[src/adf_pkg.sv]
// Shared constants and types for the audio converter input FIFO control
// Operation
// RL1: One sample per channel every 256 converter clocks
// RL2: Converter clock is source divided by field plus one
// RL3: Separate left and right request outputs
// RL4: Per-channel type selects empty or not-full request
// RL5: Pop each FIFO every 256 clocks, then evaluate request
// RL6: Full and empty status bits at 9,8,1,0
// RL7: Enabling with empty FIFOs raises both requests
// RL8: Empty FIFO at read yields default sample
// RL9: Writer pushes one to four words per request
// RL10: Writes ignored when full or disabled
// RL11: Service routine clears flag before next request
// RL12: One DMA channel per converter channel
// RL13: Right request code 1001110, data at 0x03F6
// RL14: Left request code 1001111, data at 0x03F8
// RL15: Type bit one means empty, zero not-full
// RL16: Format bit one signed, zero unsigned
// RL17: Accepted write pushes word and updates flags
// RL18: Each FIFO is first-in first-out
package adf_pkg;
    localparam logic [15:0] RIGHT_SAMPLE_IN_ADDR = 16'h03F6;
    localparam logic [15:0] LEFT_SAMPLE_IN_ADDR = 16'h03F8;
    localparam logic [6:0] RIGHT_DMA_SEL = 7'h4E;
    localparam logic [6:0] LEFT_DMA_SEL = 7'h4F;
    localparam int CONV_CLKS_PER_SAMPLE = 256;
    localparam int FIFO_DEPTH = 4;
    localparam int SAMPLE_W = 16;
    localparam int DIV_W = 7;
    localparam int STAT_LEFT_FULL_BIT = 9;
    localparam int STAT_LEFT_EMPTY_BIT = 8;
    localparam int STAT_RIGHT_FULL_BIT = 1;
    localparam int STAT_RIGHT_EMPTY_BIT = 0;
    localparam int CTRL_ENABLE_BIT = 15;
    localparam logic [15:0] DEFAULT_SAMPLE_RESET = 16'h0000;
    localparam logic [DIV_W-1:0] DIV_RESET = 7'h00;
    typedef enum logic [1:0] {
        ADF_IDLE = 2'b01,
        ADF_WAIT = 2'b10
    } adf_wr_state_type;
endpackage

[src/adf_if.sv]
// Peripheral write path and request lines between writer and converter
interface adf_if;
    logic wr_stb;
    logic [15:0] wr_addr;
    logic [15:0] wr_data;
    logic left_req;
    logic right_req;
    logic left_req_clr;
    logic right_req_clr;
    modport device (
        input wr_stb, wr_addr, wr_data, left_req_clr, right_req_clr,
        output left_req, right_req
    );
    modport host (
        output wr_stb, wr_addr, wr_data, left_req_clr, right_req_clr,
        input left_req, right_req
    );
endinterface

[src/adf_device.sv]
// Converter end: FIFOs, sample pacing, default substitution and requests
module adf_device #(
    parameter int CLKS_PER_SAMPLE = adf_pkg::CONV_CLKS_PER_SAMPLE,
    parameter int DEPTH = adf_pkg::FIFO_DEPTH
) (
    // Clock and reset
    input wire logic REF_CLK,
    input wire logic RST_B,
    // Link to writer
    adf_if.device LINK,
    // Configuration
    input wire logic MODULE_ENABLE,
    input wire logic [adf_pkg::DIV_W-1:0] CLOCK_DIVIDE_FIELD,
    input wire logic LEFT_IRQ_TYPE_SEL,
    input wire logic RIGHT_IRQ_TYPE_SEL,
    input wire logic DATA_FORMAT_SIGNED,
    input wire logic [15:0] DEFAULT_SAMPLE,
    // Converter-side outputs
    output logic [15:0] CHANNEL_STATUS,
    output logic [15:0] LEFT_SAMPLE,
    output logic [15:0] RIGHT_SAMPLE,
    output logic SAMPLE_VALID,
    output logic LEFT_SAMPLE_SIGNED
);
    localparam int SW = adf_pkg::SAMPLE_W;
    localparam int CW = $clog2(CLKS_PER_SAMPLE);
    logic [adf_pkg::DIV_W-1:0] div_q;
    logic conv_tick;
    logic [CW-1:0] phase_q;
    logic sample_now;
    logic l_full;
    logic l_empty;
    logic r_full;
    logic r_empty;
    logic [SW-1:0] l_head;
    logic [SW-1:0] r_head;
    logic l_push;
    logic r_push;
    logic en_q;
    logic enable_rise;
    logic l_req_q;
    logic r_req_q;
    logic eval_q;

    // Status word from the four FIFO flags; all other bits read as zero
    function automatic logic [15:0] status_word(
        input logic left_full,
        input logic left_empty,
        input logic right_full,
        input logic right_empty
    );
        logic [15:0] word;
        word = 16'h0000;
        word[adf_pkg::STAT_LEFT_FULL_BIT] = left_full;
        word[adf_pkg::STAT_LEFT_EMPTY_BIT] = left_empty;
        word[adf_pkg::STAT_RIGHT_FULL_BIT] = right_full;
        word[adf_pkg::STAT_RIGHT_EMPTY_BIT] = right_empty;
        return word;
    endfunction

    // A write is ours only when its address matches and the FIFO can take it
    function automatic logic accepts(
        input logic stb,
        input logic enable,
        input logic full,
        input logic [15:0] addr,
        input logic [15:0] target
    );
        return stb && enable && !full && (addr == target);
    endfunction

    // Type bit high asks for the empty condition, low for not-full
    function automatic logic type_hit(
        input logic type_sel,
        input logic empty,
        input logic full
    );
        return type_sel ? empty : !full;
    endfunction

    // Divided converter clock as an enable pulse
    assign conv_tick = (div_q == CLOCK_DIVIDE_FIELD); // see RL2
    always_ff @(posedge REF_CLK) begin
        if (!RST_B) begin
            div_q <= adf_pkg::DIV_RESET;
        end else if (conv_tick || !MODULE_ENABLE) begin
            div_q <= '0;
        end else begin
            div_q <= div_q + 1'b1;
        end
    end

    always_ff @(posedge REF_CLK) begin
        if (!RST_B) begin
            phase_q <= '0;
        end else if (!MODULE_ENABLE) begin
            phase_q <= '0;
        end else if (conv_tick) begin
            phase_q <= (phase_q == CW'(CLKS_PER_SAMPLE-1)) ? '0 : phase_q + 1'b1; // see RL1
        end
    end
    assign sample_now = MODULE_ENABLE && conv_tick && (phase_q == CW'(CLKS_PER_SAMPLE-1));

    // Writes land only when enabled and not full; refused words leave no trace
    assign l_push = accepts(LINK.wr_stb, MODULE_ENABLE, l_full, LINK.wr_addr,
        adf_pkg::LEFT_SAMPLE_IN_ADDR); // see RL10, RL14
    assign r_push = accepts(LINK.wr_stb, MODULE_ENABLE, r_full, LINK.wr_addr,
        adf_pkg::RIGHT_SAMPLE_IN_ADDR); // see RL10, RL13

    adf_fifo #(
        .WIDTH(SW),
        .DEPTH(DEPTH)
    ) u_left (
        .clk(REF_CLK),
        .rst_b(RST_B),
        .push(l_push),
        .push_data(LINK.wr_data),
        .pop(sample_now),
        .head(l_head),
        .full(l_full),
        .empty(l_empty)
    );

    adf_fifo #(
        .WIDTH(SW),
        .DEPTH(DEPTH)
    ) u_right (
        .clk(REF_CLK),
        .rst_b(RST_B),
        .push(r_push),
        .push_data(LINK.wr_data),
        .pop(sample_now),
        .head(r_head),
        .full(r_full),
        .empty(r_empty)
    );

    always_ff @(posedge REF_CLK) begin
        if (!RST_B) begin
            SAMPLE_VALID <= 1'b0;
        end else begin
            SAMPLE_VALID <= sample_now; // see RL5
        end
    end

    // Both channels are taken on the same tick so the stereo pair stays aligned
    always_ff @(posedge REF_CLK) begin
        if (!RST_B) begin
            LEFT_SAMPLE <= '0;
        end else if (sample_now) begin
            LEFT_SAMPLE <= l_empty ? DEFAULT_SAMPLE : l_head; // see RL8
        end
    end

    always_ff @(posedge REF_CLK) begin
        if (!RST_B) begin
            RIGHT_SAMPLE <= '0;
        end else if (sample_now) begin
            RIGHT_SAMPLE <= r_empty ? DEFAULT_SAMPLE : r_head; // see RL8
        end
    end

    always_ff @(posedge REF_CLK) begin
        if (!RST_B) begin
            LEFT_SAMPLE_SIGNED <= 1'b0;
        end else begin
            LEFT_SAMPLE_SIGNED <= DATA_FORMAT_SIGNED; // see RL16
        end
    end

    always_ff @(posedge REF_CLK) begin
        if (!RST_B) begin
            CHANNEL_STATUS <= status_word(1'b0, 1'b1, 1'b0, 1'b1);
        end else begin
            CHANNEL_STATUS <= status_word(l_full, l_empty, r_full, r_empty); // see RL6
        end
    end

    // Reset value matches the idle enable level, so no false rise after reset
    always_ff @(posedge REF_CLK) begin
        if (!RST_B) begin
            en_q <= 1'b0;
        end else begin
            en_q <= MODULE_ENABLE;
        end
    end

    // Evaluate one cycle after the pop so the FIFO state has settled
    always_ff @(posedge REF_CLK) begin
        if (!RST_B) begin
            eval_q <= 1'b0;
        end else begin
            eval_q <= sample_now;
        end
    end

    // Enabling onto an empty FIFO asks for data whatever the type bit says
    assign enable_rise = MODULE_ENABLE && !en_q; // see RL7

    // Left request: hardware set beats the clear from the writer
    always_ff @(posedge REF_CLK) begin
        if (!RST_B) begin
            l_req_q <= 1'b0;
        end else if ((enable_rise && l_empty) // see RL7
            || (eval_q && type_hit(LEFT_IRQ_TYPE_SEL, l_empty, l_full))) begin // see RL4, RL15
            l_req_q <= 1'b1; // see RL5
        end else if (LINK.left_req_clr) begin
            l_req_q <= 1'b0; // see RL11
        end
    end

    // Right request: same policy, kept apart so each channel stands alone
    always_ff @(posedge REF_CLK) begin
        if (!RST_B) begin
            r_req_q <= 1'b0;
        end else if ((enable_rise && r_empty) // see RL7
            || (eval_q && type_hit(RIGHT_IRQ_TYPE_SEL, r_empty, r_full))) begin // see RL4, RL15
            r_req_q <= 1'b1; // see RL5
        end else if (LINK.right_req_clr) begin
            r_req_q <= 1'b0; // see RL11
        end
    end
    assign LINK.left_req = l_req_q; // see RL3
    assign LINK.right_req = r_req_q;
endmodule

[src/adf_fifo.sv]
// Four-word sample FIFO for one channel
module adf_fifo #(
    parameter int WIDTH = 16,
    parameter int DEPTH = 4
) (
    // Clock and reset
    input wire logic clk,
    input wire logic rst_b,
    // Push side
    input wire logic push,
    input wire logic [WIDTH-1:0] push_data,
    // Pop side
    input wire logic pop,
    output logic [WIDTH-1:0] head,
    output logic full,
    output logic empty
);
    localparam int AW = $clog2(DEPTH);
    logic [WIDTH-1:0] mem [DEPTH];
    logic [AW-1:0] wp_q;
    logic [AW-1:0] rp_q;
    logic [AW:0] cnt_q;
    logic do_push;
    logic do_pop;

    // Pointers wrap at the depth, which need not be a power of two
    function automatic logic [AW-1:0] ptr_next(input logic [AW-1:0] ptr);
        return (ptr == AW'(DEPTH-1)) ? '0 : ptr + 1'b1;
    endfunction

    assign full = (cnt_q == (AW+1)'(DEPTH));
    assign empty = (cnt_q == '0);
    assign head = mem[rp_q];
    assign do_push = push && !full;
    assign do_pop = pop && !empty;

    always_ff @(posedge clk) begin
        if (do_push) begin
            mem[wp_q] <= push_data; // see RL17
        end
    end

    always_ff @(posedge clk) begin
        if (!rst_b) begin
            wp_q <= '0;
            rp_q <= '0;
            cnt_q <= '0;
        end else begin
            if (do_push) begin
                wp_q <= ptr_next(wp_q);
            end
            if (do_pop) begin
                rp_q <= ptr_next(rp_q); // see RL18
            end
            cnt_q <= cnt_q + (AW+1)'(do_push) - (AW+1)'(do_pop);
        end
    end
endmodule

[src/flat_wrapper.sv]
// flat-port wrapper written by rule: the top's interface ports become plain ports
module adf_device_flat 
#(
    parameter int CLKS_PER_SAMPLE = adf_pkg::CONV_CLKS_PER_SAMPLE,
    parameter int DEPTH = adf_pkg::FIFO_DEPTH
)
  (REF_CLK, RST_B, MODULE_ENABLE, CLOCK_DIVIDE_FIELD, LEFT_IRQ_TYPE_SEL, RIGHT_IRQ_TYPE_SEL, DATA_FORMAT_SIGNED, DEFAULT_SAMPLE, CHANNEL_STATUS, LEFT_SAMPLE, RIGHT_SAMPLE, SAMPLE_VALID, LEFT_SAMPLE_SIGNED, LINK_wr_stb, LINK_wr_addr, LINK_wr_data, LINK_left_req_clr, LINK_right_req_clr, LINK_left_req, LINK_right_req);
  adf_if LINK_i ();
  input wire logic REF_CLK;
  input wire logic RST_B;
  input wire logic MODULE_ENABLE;
  input wire logic [adf_pkg::DIV_W-1:0] CLOCK_DIVIDE_FIELD;
  input wire logic LEFT_IRQ_TYPE_SEL;
  input wire logic RIGHT_IRQ_TYPE_SEL;
  input wire logic DATA_FORMAT_SIGNED;
  input wire logic [15:0] DEFAULT_SAMPLE;
  output logic [15:0] CHANNEL_STATUS;
  output logic [15:0] LEFT_SAMPLE;
  output logic [15:0] RIGHT_SAMPLE;
  output logic SAMPLE_VALID;
  output logic LEFT_SAMPLE_SIGNED;
  input wire logic [$bits(LINK_i.wr_stb)-1:0] LINK_wr_stb;
  input wire logic [$bits(LINK_i.wr_addr)-1:0] LINK_wr_addr;
  input wire logic [$bits(LINK_i.wr_data)-1:0] LINK_wr_data;
  input wire logic [$bits(LINK_i.left_req_clr)-1:0] LINK_left_req_clr;
  input wire logic [$bits(LINK_i.right_req_clr)-1:0] LINK_right_req_clr;
  output wire logic [$bits(LINK_i.left_req)-1:0] LINK_left_req;
  output wire logic [$bits(LINK_i.right_req)-1:0] LINK_right_req;
  assign LINK_i.wr_stb = LINK_wr_stb;
  assign LINK_i.wr_addr = LINK_wr_addr;
  assign LINK_i.wr_data = LINK_wr_data;
  assign LINK_i.left_req_clr = LINK_left_req_clr;
  assign LINK_i.right_req_clr = LINK_right_req_clr;
  assign LINK_left_req = LINK_i.left_req;
  assign LINK_right_req = LINK_i.right_req;
  adf_device #(.CLKS_PER_SAMPLE(CLKS_PER_SAMPLE), .DEPTH(DEPTH)) u_core (.REF_CLK(REF_CLK), .RST_B(RST_B), .LINK(LINK_i), .MODULE_ENABLE(MODULE_ENABLE), .CLOCK_DIVIDE_FIELD(CLOCK_DIVIDE_FIELD), .LEFT_IRQ_TYPE_SEL(LEFT_IRQ_TYPE_SEL), .RIGHT_IRQ_TYPE_SEL(RIGHT_IRQ_TYPE_SEL), .DATA_FORMAT_SIGNED(DATA_FORMAT_SIGNED), .DEFAULT_SAMPLE(DEFAULT_SAMPLE), .CHANNEL_STATUS(CHANNEL_STATUS), .LEFT_SAMPLE(LEFT_SAMPLE), .RIGHT_SAMPLE(RIGHT_SAMPLE), .SAMPLE_VALID(SAMPLE_VALID), .LEFT_SAMPLE_SIGNED(LEFT_SAMPLE_SIGNED));
endmodule
[config.mk]
export PLATFORM = sky130hd
export DESIGN_NAME = adf_device_flat
export DESIGN_NICKNAME = d
export VERILOG_FILES = /design/src/adf_pkg.sv /design/src/adf_if.sv /design/src/adf_device.sv /design/src/adf_fifo.sv /design/src/flat_wrapper.sv
export SDC_FILE = /design/constraint.sdc
export NUM_CORES = 1
export LEC_CHECK = 0
export BUFFER_PORTS_ARGS = -buffer_cell sky130_fd_sc_hd__buf_2
export CAP_MARGIN = 15
export CORE_AREA = 4 4 129 131
export DETAILED_ROUTE_END_ITERATION = 6
export DIE_AREA = 0 0 133 135
export PLACE_DENSITY = 0.74
export SETUP_SLACK_MARGIN = 0.05
export SLEW_MARGIN = 40
export SYNTH_ARGS = -nofsm -noshare
export SYNTH_HDL_FRONTEND = slang
export SYNTH_SLANG_ARGS = --single-unit
export TNS_END_PERCENT = 30
[constraint.sdc]
create_clock -name REF_CLK -period 6.85 [get_ports REF_CLK]
set_clock_uncertainty 0.15 [all_clocks]
set_input_delay 0 -clock REF_CLK [delete_from_list [all_inputs] [get_ports REF_CLK]]
set_output_delay 0 -clock REF_CLK [all_outputs]
set_load 0.1 [all_outputs]
; After elaboration in Yosys (flattened, before gate mapping)
; Memory sizes are Yosys's and may differ from the RTL's. A register that Yosys moved wholly into a read port is not among the register bits.
; Index checks and enable logic that the tools add are counted.
[op_classes]
n_addsub = 10
n_eq_ne = 10
mux = 21
bitwise_logic = 1
reduce_logical = 31
[op_table]
columns = cell, n
row1 = $eq 16x10->1 const B, 2
row2 = $mux 16, 2
row3 = $logic_and 1x1->1, 16
row4 = $mux 2, 8
row5 = $mux 1, 10
row6 = $add 2x1->2 const B, 4
row7 = $add 8x1->8 const B, 1
row8 = $eq 2x2->1 const B, 4
row9 = $eq 8x8->1 const B, 1
row10 = $mux 8, 1
row11 = $add 7x1->7 const B, 1
row12 = $eq 7x7->1, 1
row13 = $add 3x1->3, 2
row14 = $eq 3x3->1 const B, 2
row15 = $logic_not 1->1, 6
row16 = $logic_not 3->1, 2
row17 = $sub 3x1->3, 2
row18 = $reduce_bool 2->1, 2
row19 = $logic_or 1x1->1, 3
row20 = $reduce_and 2->1, 1
row21 = $reduce_or 2->1, 1
row22 = $not 1->1, 1
[word_totals]
reg_bits = 82
mem_bits_rw = 128
in_bits = 64
n_memories = 2
[memory_table]
columns = name, depth, width, rd, rd_clocked_by_memory_dff, write_ports, line
row1 = u_core.u_left.mem, 4, 16, 1, 1, 1, adf_fifo.sv:19  ; logic [WIDTH-1:0] mem [DEPTH];
row2 = u_core.u_right.mem, 4, 16, 1, 1, 1, adf_fifo.sv:19

; Longest topological paths before layout
[logic_depth]
ltp_word = 7
ltp_mapped = 12

; Modules after synthesis
; Synthesis repeated with hierarchy kept, for this count alone.
[unflattened]
cells_unflattened = 568
area_unflattened_um2 = 8587.0
[modules_own_cells]
columns = module, n_inst, cells_per_inst, area_each_um2, seq_area_each_um2
row1 = adf_device, 1, 295, 2927.8, 1121.1
row2 = adf_fifo (u_core.u_left), 1, 137, 2831.5, 2102.0
row3 = adf_fifo (u_core.u_right), 1, 136, 2827.7, 2102.0

; Least setup slack after synthesis
; Ideal clock, no wire load.
[synth_path]
kind = register to register
startpoint = reg u_core.div_q[2] in the netlist's numbering
endpoint = reg u_core.u_right.cnt_q[2]
setup_ns = 0.128
arrival_ns = 2.626
required_time_ns = 6.572
path_slack_ns = 3.946
stages_incl_launch_ff = 12
n_path_buf = 0
synth_period_minus_slack_ns = 2.904
cell_sequence = dfxtp_1 > xor2_1 > or4_4 > nor4_4 > ha_1 > inv_1 > ha_1 > inv_1 > fa_1 > xor2_1 > xnor2_1 > nor2_1
[synth_between]
elab_chain_cells = 5
[synth_rtl]
columns = element, line
row1 = from (decl), adf_device.sv:27  ; logic [adf_pkg::DIV_W-1:0] div_q;
row2 = from (signal assigned), adf_device.sv:85  ; div_q <= adf_pkg::DIV_RESET;
row3 = from (signal assigned), adf_device.sv:89  ; div_q <= div_q + 1'b1;
row4 = $eq 7x7->1, adf_device.sv:82  ; assign conv_tick = (div_q == CLOCK_DIVIDE_FIELD);
row5 = $logic_and 1x1->1 (2 in series), adf_device.sv:102  ; assign sample_now = MODULE_ENABLE && conv_tick && (phase_q == CW'(CLKS_PER_SAMPLE-1));
row6 = $logic_and 1x1->1, adf_fifo.sv:35  ; assign do_pop = pop && !empty;
row7 = $sub 3x1->3, adf_fifo.sv:55  ; cnt_q <= cnt_q + (AW+1)'(do_push) - (AW+1)'(do_pop);
row8 = to (signal assigned), adf_fifo.sv:55
row9 = to (decl), adf_fifo.sv:22  ; logic [AW:0] cnt_q;
; No other way between the ends.
; A chain may end at the register's enable or synchronous reset.

; Worst setup path in the final report
[layout_path]
startpoint = in LINK_wr_addr[15]
endpoint = reg u_core.u_right.cnt_q[2]
[layout_between]
elab_chain_cells = 5
[layout_rtl]
columns = element, line
row1 = from (decl), flat_wrapper.sv:23  ; input wire logic [$bits(LINK_i.wr_addr)-1:0] LINK_wr_addr;
row2 = $eq 16x10->1, adf_device.sv:69  ; return stb && enable && !full && (addr == target);
row3 = $logic_and 1x1->1, adf_device.sv:69
row4 = $logic_and 1x1->1, adf_fifo.sv:34  ; assign do_push = push && !full;
row5 = $add 3x1->3, adf_fifo.sv:55
row6 = $sub 3x1->3, adf_fifo.sv:55
; No other way between the ends.

==> run summary <==
The overall die area is 0.0180 sq mm, and the timing-limited maximum frequency is 320 MHz. Setup repair after global routing left no endpoint under its margin. Via count of the first global-routing pass: 5176. The critical path starts at LINK_wr_addr[15]. Entering global routing, the biggest net connects 20 pins.

Once layout is complete, the cells apart from fillers number 903. For the worst setup slack after layout, the log shows 3.73 ns. Data arrives at the worst endpoint at 3.32 ns. Final wirelength: 18.2 mm. Maximum number of buffers from clock root to sink: 3.

For this run, the post-layout net count is 753. The worst min-delay path category was primary input to register. Counting buffers and inverters, the worst setup path is 15 cells deep. The setup path with the least slack is of type primary input to register.

Type of element launching the critical path: a primary input. Averaged over all synthesized cells, the footprint is 15.7 sq um. The pre-antenna-repair detailed-routing pass consisted of 5 iterations. For the CTS sink count, the log shows 202. Input and output buffers added on the ports amount to 103. The initial cell density of the core is 0.519, and the chip height is 135 um.

In the synthesized netlist the dominant register cell turns out to be sky130_fd_sc_hd__edfxtp_1. The tools report the post-synthesis sequential area ratio as 0.658. The clock root buffer was sky130_fd_sc_hd__clkbuf_16. The detail route stage leaves a number of antenna-violating nets equal to 0. The number of buffers created by CTS was 21; the largest fanout on the critical path was 10. Before CTS, the worst setup slack after placement is 3.76 ns.

The final critical delay including setup and external delays is 3.12 ns. On the worst path, the slowest cell contributes a delay of 0.57 ns. TritonCTS built the clock tree. The combinational group share of total power came out at 0.047. For the sequential group share of total power, the log shows 0.520.

The leakage power of the design is 3.85 nW, and the routed length per placed instance is 20.1 um. The wire-length estimate of the detail-placed layout is 11.0 mm. The overall via count from detail_route is 4974, and the worst supply voltage drop on vdd is 0.000187 V.

The cell that appears most often on the critical path is sky130_fd_sc_hd__inv_1. The run gives 0 as the total count of hold-check failures in the final report. The power density of the placed cells is 250 mW/mm^2. Dividing the detail-routed via count by the number of cells gives 5.51.

During synthesis, Yosys emitted a total of 0 warnings. The latest clock arrival within the worst-skew pair came out at 0.49 ns. The total buffers and inverters traversed by the critical path was 6.

The cell family contributing the most delay on the critical path is buffers and inverters. In this run the power spent charging and discharging nets is 0.518 mW. The count of hold-fix buffers inserted at cts was 46; the total of cells resized after clock tree synthesis was 0. The tools report the cell-internal power as 1.97 mW. In this run the post-CTS setup repair buffer count came out at 0. The total overflow left after global routing is 0. The run gives 0 as the total count of max-transition violations in the final report. The filler cells instantiated in the layout total 1088. The normalized max-slew margin was 0.454; the portion of the clock cycle consumed by the worst path in the final layout was 0.456.

The setup TNS was 0 ns. Number of antenna violations at the first check in global routing: 1. The clock-pin slew reported for the worst setup and hold paths after clock tree synthesis was 0.06 ns; the number of top-level design ports was 116.

The endpoint identified for the worst register-to-register timing path is u_core.u_right.cnt_q[2]. The most critical setup path has its endpoint at u_core.u_right.cnt_q[2]. STA puts the critical path data required time at 7.05 ns. The critical path goes through dlygate4sd3_1, buf_2, nor3_1, dlygate4sd3_1, nand4_1, nor2_1, inv_1, ha_1, inv_1, ha_1, inv_1, fa_1, xor2_1, xnor2_1, nor2_1. The synthesized instance count was 515.

After synthesis, the netlist uses 45 different library cells. The slew of the pin with the lowest slew margin came out at 0.817 ns. The synthesized netlist occupies a cell area of 0.00809 sq mm.

Setup violations remaining at the end of the flow were counted as 0. The number of design rule violations left after detail routing is 0. On the critical path, the stage with the largest delay is an instance of sky130_fd_sc_hd__dlygate4sd3_1. Max-cap violations in this run came to 0. After synthesis the netlist holds a flip-flop and latch count of 202. The share of async-settable or async-resettable flops after synthesis came out at 0. Routability-driven placement finished with a final weighted congestion of 0.843.

In this run, synthesis inferred 128 flip-flops with an integrated enable. The tools report the standard-cell row count as 46. The run gives 817 as the cell count after placement. The switching power as a share of total power was 0.208. The die width works out to 133 um.

The core footprint was 0.0156 sq mm. The run finished with clean final reports. Compared with the post-synthesis result, the final layout area differs by 23.0%. The tools report the fraction of power consumed by the clock network as 0.433. The number of levels the H-tree was split into is 1, and the slack of the worst reg-to-reg path is 3.75 ns. Number of cells on the worst reg-to-reg path: 11. The nature of the critical path endpoint is a register.

In this run, the number of DRC markers left after iteration 0 of detailed routing was 362. The tools report the first-pass GRT wire length as 28.6 mm. The startpoint identified for the worst register-to-register timing path is u_core.div_q[3].

Fraction of layout cells with a size suffix above 1: 0.289. For the global router's overall resource usage, the log shows 0.204.
## stage by stage
stage / area (sq um) / power, mW / hold slack (ns) / utilization
final: 9950 / 2.49 / 0.0296 / 0.638
after global routing: 9950 / 2.56 / 0.0819 / 0.638
after CTS: 9940 / 2.50 / 0.0199 / 0.637
after detailed placement: 8820 / 1.42 / 0.0774 / 0.566
after global placement: 8800 / 1.41 / 0.0731 / 0.564
after floorplan: 8130 / 1.39 / -0.0764 / -
## worst register-to-register path, cell delays in order (launching register included)
cell	delay [ns]
sky130_fd_sc_hd__dfxtp_1	0.41
sky130_fd_sc_hd__xor2_1	0.14
sky130_fd_sc_hd__or4_4	0.61
sky130_fd_sc_hd__nor4_4	0.40
sky130_fd_sc_hd__ha_1	0.30
sky130_fd_sc_hd__inv_1	0.06
sky130_fd_sc_hd__ha_1	0.13
sky130_fd_sc_hd__inv_1	0.05
sky130_fd_sc_hd__fa_1	0.38
sky130_fd_sc_hd__xor2_1	0.18
sky130_fd_sc_hd__xnor2_1	0.13
sky130_fd_sc_hd__nor2_1	0.05
## flip-flops by register name, summed over array words and instances, names as in the netlist, named ones only
name / count
u_core.div_q: 7
u_core.u_left.rp_q: 2
u_core.LINK.right_req: 1
u_core.u_right.rp_q: 2
u_core.u_right.cnt_q: 3
u_core.LEFT_SAMPLE_SIGNED: 1
u_core.LEFT_SAMPLE: 16
u_core.LINK.left_req: 1
u_core.CHANNEL_STATUS: 4
u_core.u_right.wp_q: 2
u_core.phase_q: 8
u_core.en_q: 1
u_core.u_left.wp_q: 2
u_core.SAMPLE_VALID: 1
u_core.RIGHT_SAMPLE: 16
u_core.u_left.mem: 64
u_core.u_left.cnt_q: 3
u_core.u_right.mem: 64
## layer usage
layer | track usage | part of all wire | wire [um]
met1 | 0.260 | 0.40 | 7340
met2 | 0.367 | 0.52 | 9480
met3 | 0.0324 | 0.053 | 961
met4 | 0.0508 | 0.022 | 398
met5 | 0 | 0 | 0
## final cells by class
cell class / instances / area (sq um) / area share
Sequential cell: 202 / 5330 / 0.535
Clock inverter: 9 / 72.6 / 0.00729
Inverter: 18 / 67.6 / 0.00679
Clock buffer: 29 / 586 / 0.0588
Tap cell: 216 / 270 / 0.0271
Multi-Input combinational cell: 272 / 2600 / 0.261
Antenna cell: 1 / 2.50 / 0.000251
Timing Repair Buffer: 156 / 1030 / 0.104
## how the worst min path moves through the flow
stage                            start                   endpoint  slack [ns]  cells past startpoint
detailed placement  DATA_FORMAT_SIGNED  u_core.LEFT_SAMPLE_SIGNED        0.08                      2
floorplan                        RST_B   u_core.CHANNEL_STATUS[0]       -0.08                      1
global placement    DATA_FORMAT_SIGNED  u_core.LEFT_SAMPLE_SIGNED        0.07                      2
finish                LINK_wr_addr[11]      u_core.u_left.wp_q[1]        0.03                      5
CTS                   LINK_wr_addr[11]      u_core.u_left.wp_q[1]        0.02                      5
global route          LINK_wr_addr[10]     u_core.u_right.wp_q[1]        0.08                      5
## cell usage after synthesis, drive strengths merged (2+ instances only)
library cell,instances,area [sq um]
or3,5,31.3
buf,21,133
nor3,12,65.1
xnor2,6,52.6
and2,13,81.3
nand3,6,30.0
a311oi,3,26.3
and4b,2,20.0
nand4,3,18.8
clkbuf,13,48.8
edfxtp,128,3840
a31oi,6,37.5
o21ai,8,40.0
nor2b,2,12.5
fa,2,40.0
or4,4,33.8
dfxtp,74,1480
xor2,10,87.6
ha,16,200
o2bb2ai,32,280
and3,3,20.0
nor4,3,63.8
nor2,16,60.1
a31o,3,26.3
nand2b,4,25.0
mux4,32,721
inv,18,67.6
a21oi,9,45.0
mux2i,36,360
nand2,15,56.3
## cell usage in the layout, fill, tap and decap left out, types with 10 or more instances in the layout
cell type,instances
sky130_fd_sc_hd__o2bb2ai_1,32
sky130_fd_sc_hd__conb_1,12
sky130_fd_sc_hd__nand2_1,15
sky130_fd_sc_hd__dfxtp_1,72
sky130_fd_sc_hd__dlygate4sd3_1,46
sky130_fd_sc_hd__mux2i_1,36
sky130_fd_sc_hd__edfxtp_1,128
sky130_fd_sc_hd__buf_2,103
sky130_fd_sc_hd__xor2_1,10
sky130_fd_sc_hd__nor2_1,16
sky130_fd_sc_hd__clkbuf_16,21
sky130_fd_sc_hd__ha_1,16
sky130_fd_sc_hd__inv_1,18
sky130_fd_sc_hd__mux4_2,32
## power by group through the flow
stage | clock network [mW] | logic (mW) | registers [mW]
after floorplan | 0 | 0.0561 | 1.33
after global placement | 0 | 0.0912 | 1.32
after global routing | 1.14 | 0.126 | 1.29
after CTS | 1.09 | 0.117 | 1.29
final | 1.08 | 0.118 | 1.29
after detailed placement | 0 | 0.0954 | 1.32
## kinds of logic (layout without fill, tap and decap cells)
| logic type | count (synthesis) | after routing | share of synthesized area |
|---|---|---|---|
| DFF | 202 | 202 | 0.658 |
| xor gates and xnor gates | 16 | 16 | 0.0173 |
| and+or+nand+nor | 94 | 94 | 0.0704 |
| adders and majority gates | 18 | 18 | 0.0297 |
| buffers and inverters | 52 | 212 | 0.0308 |
| other | 1 | 13 | 0.000464 |
| AOI/OAI and AO/OA | 64 | 64 | 0.0595 |
| muxes | 68 | 68 | 0.134 |
Power figures use the tool's default switching activity.
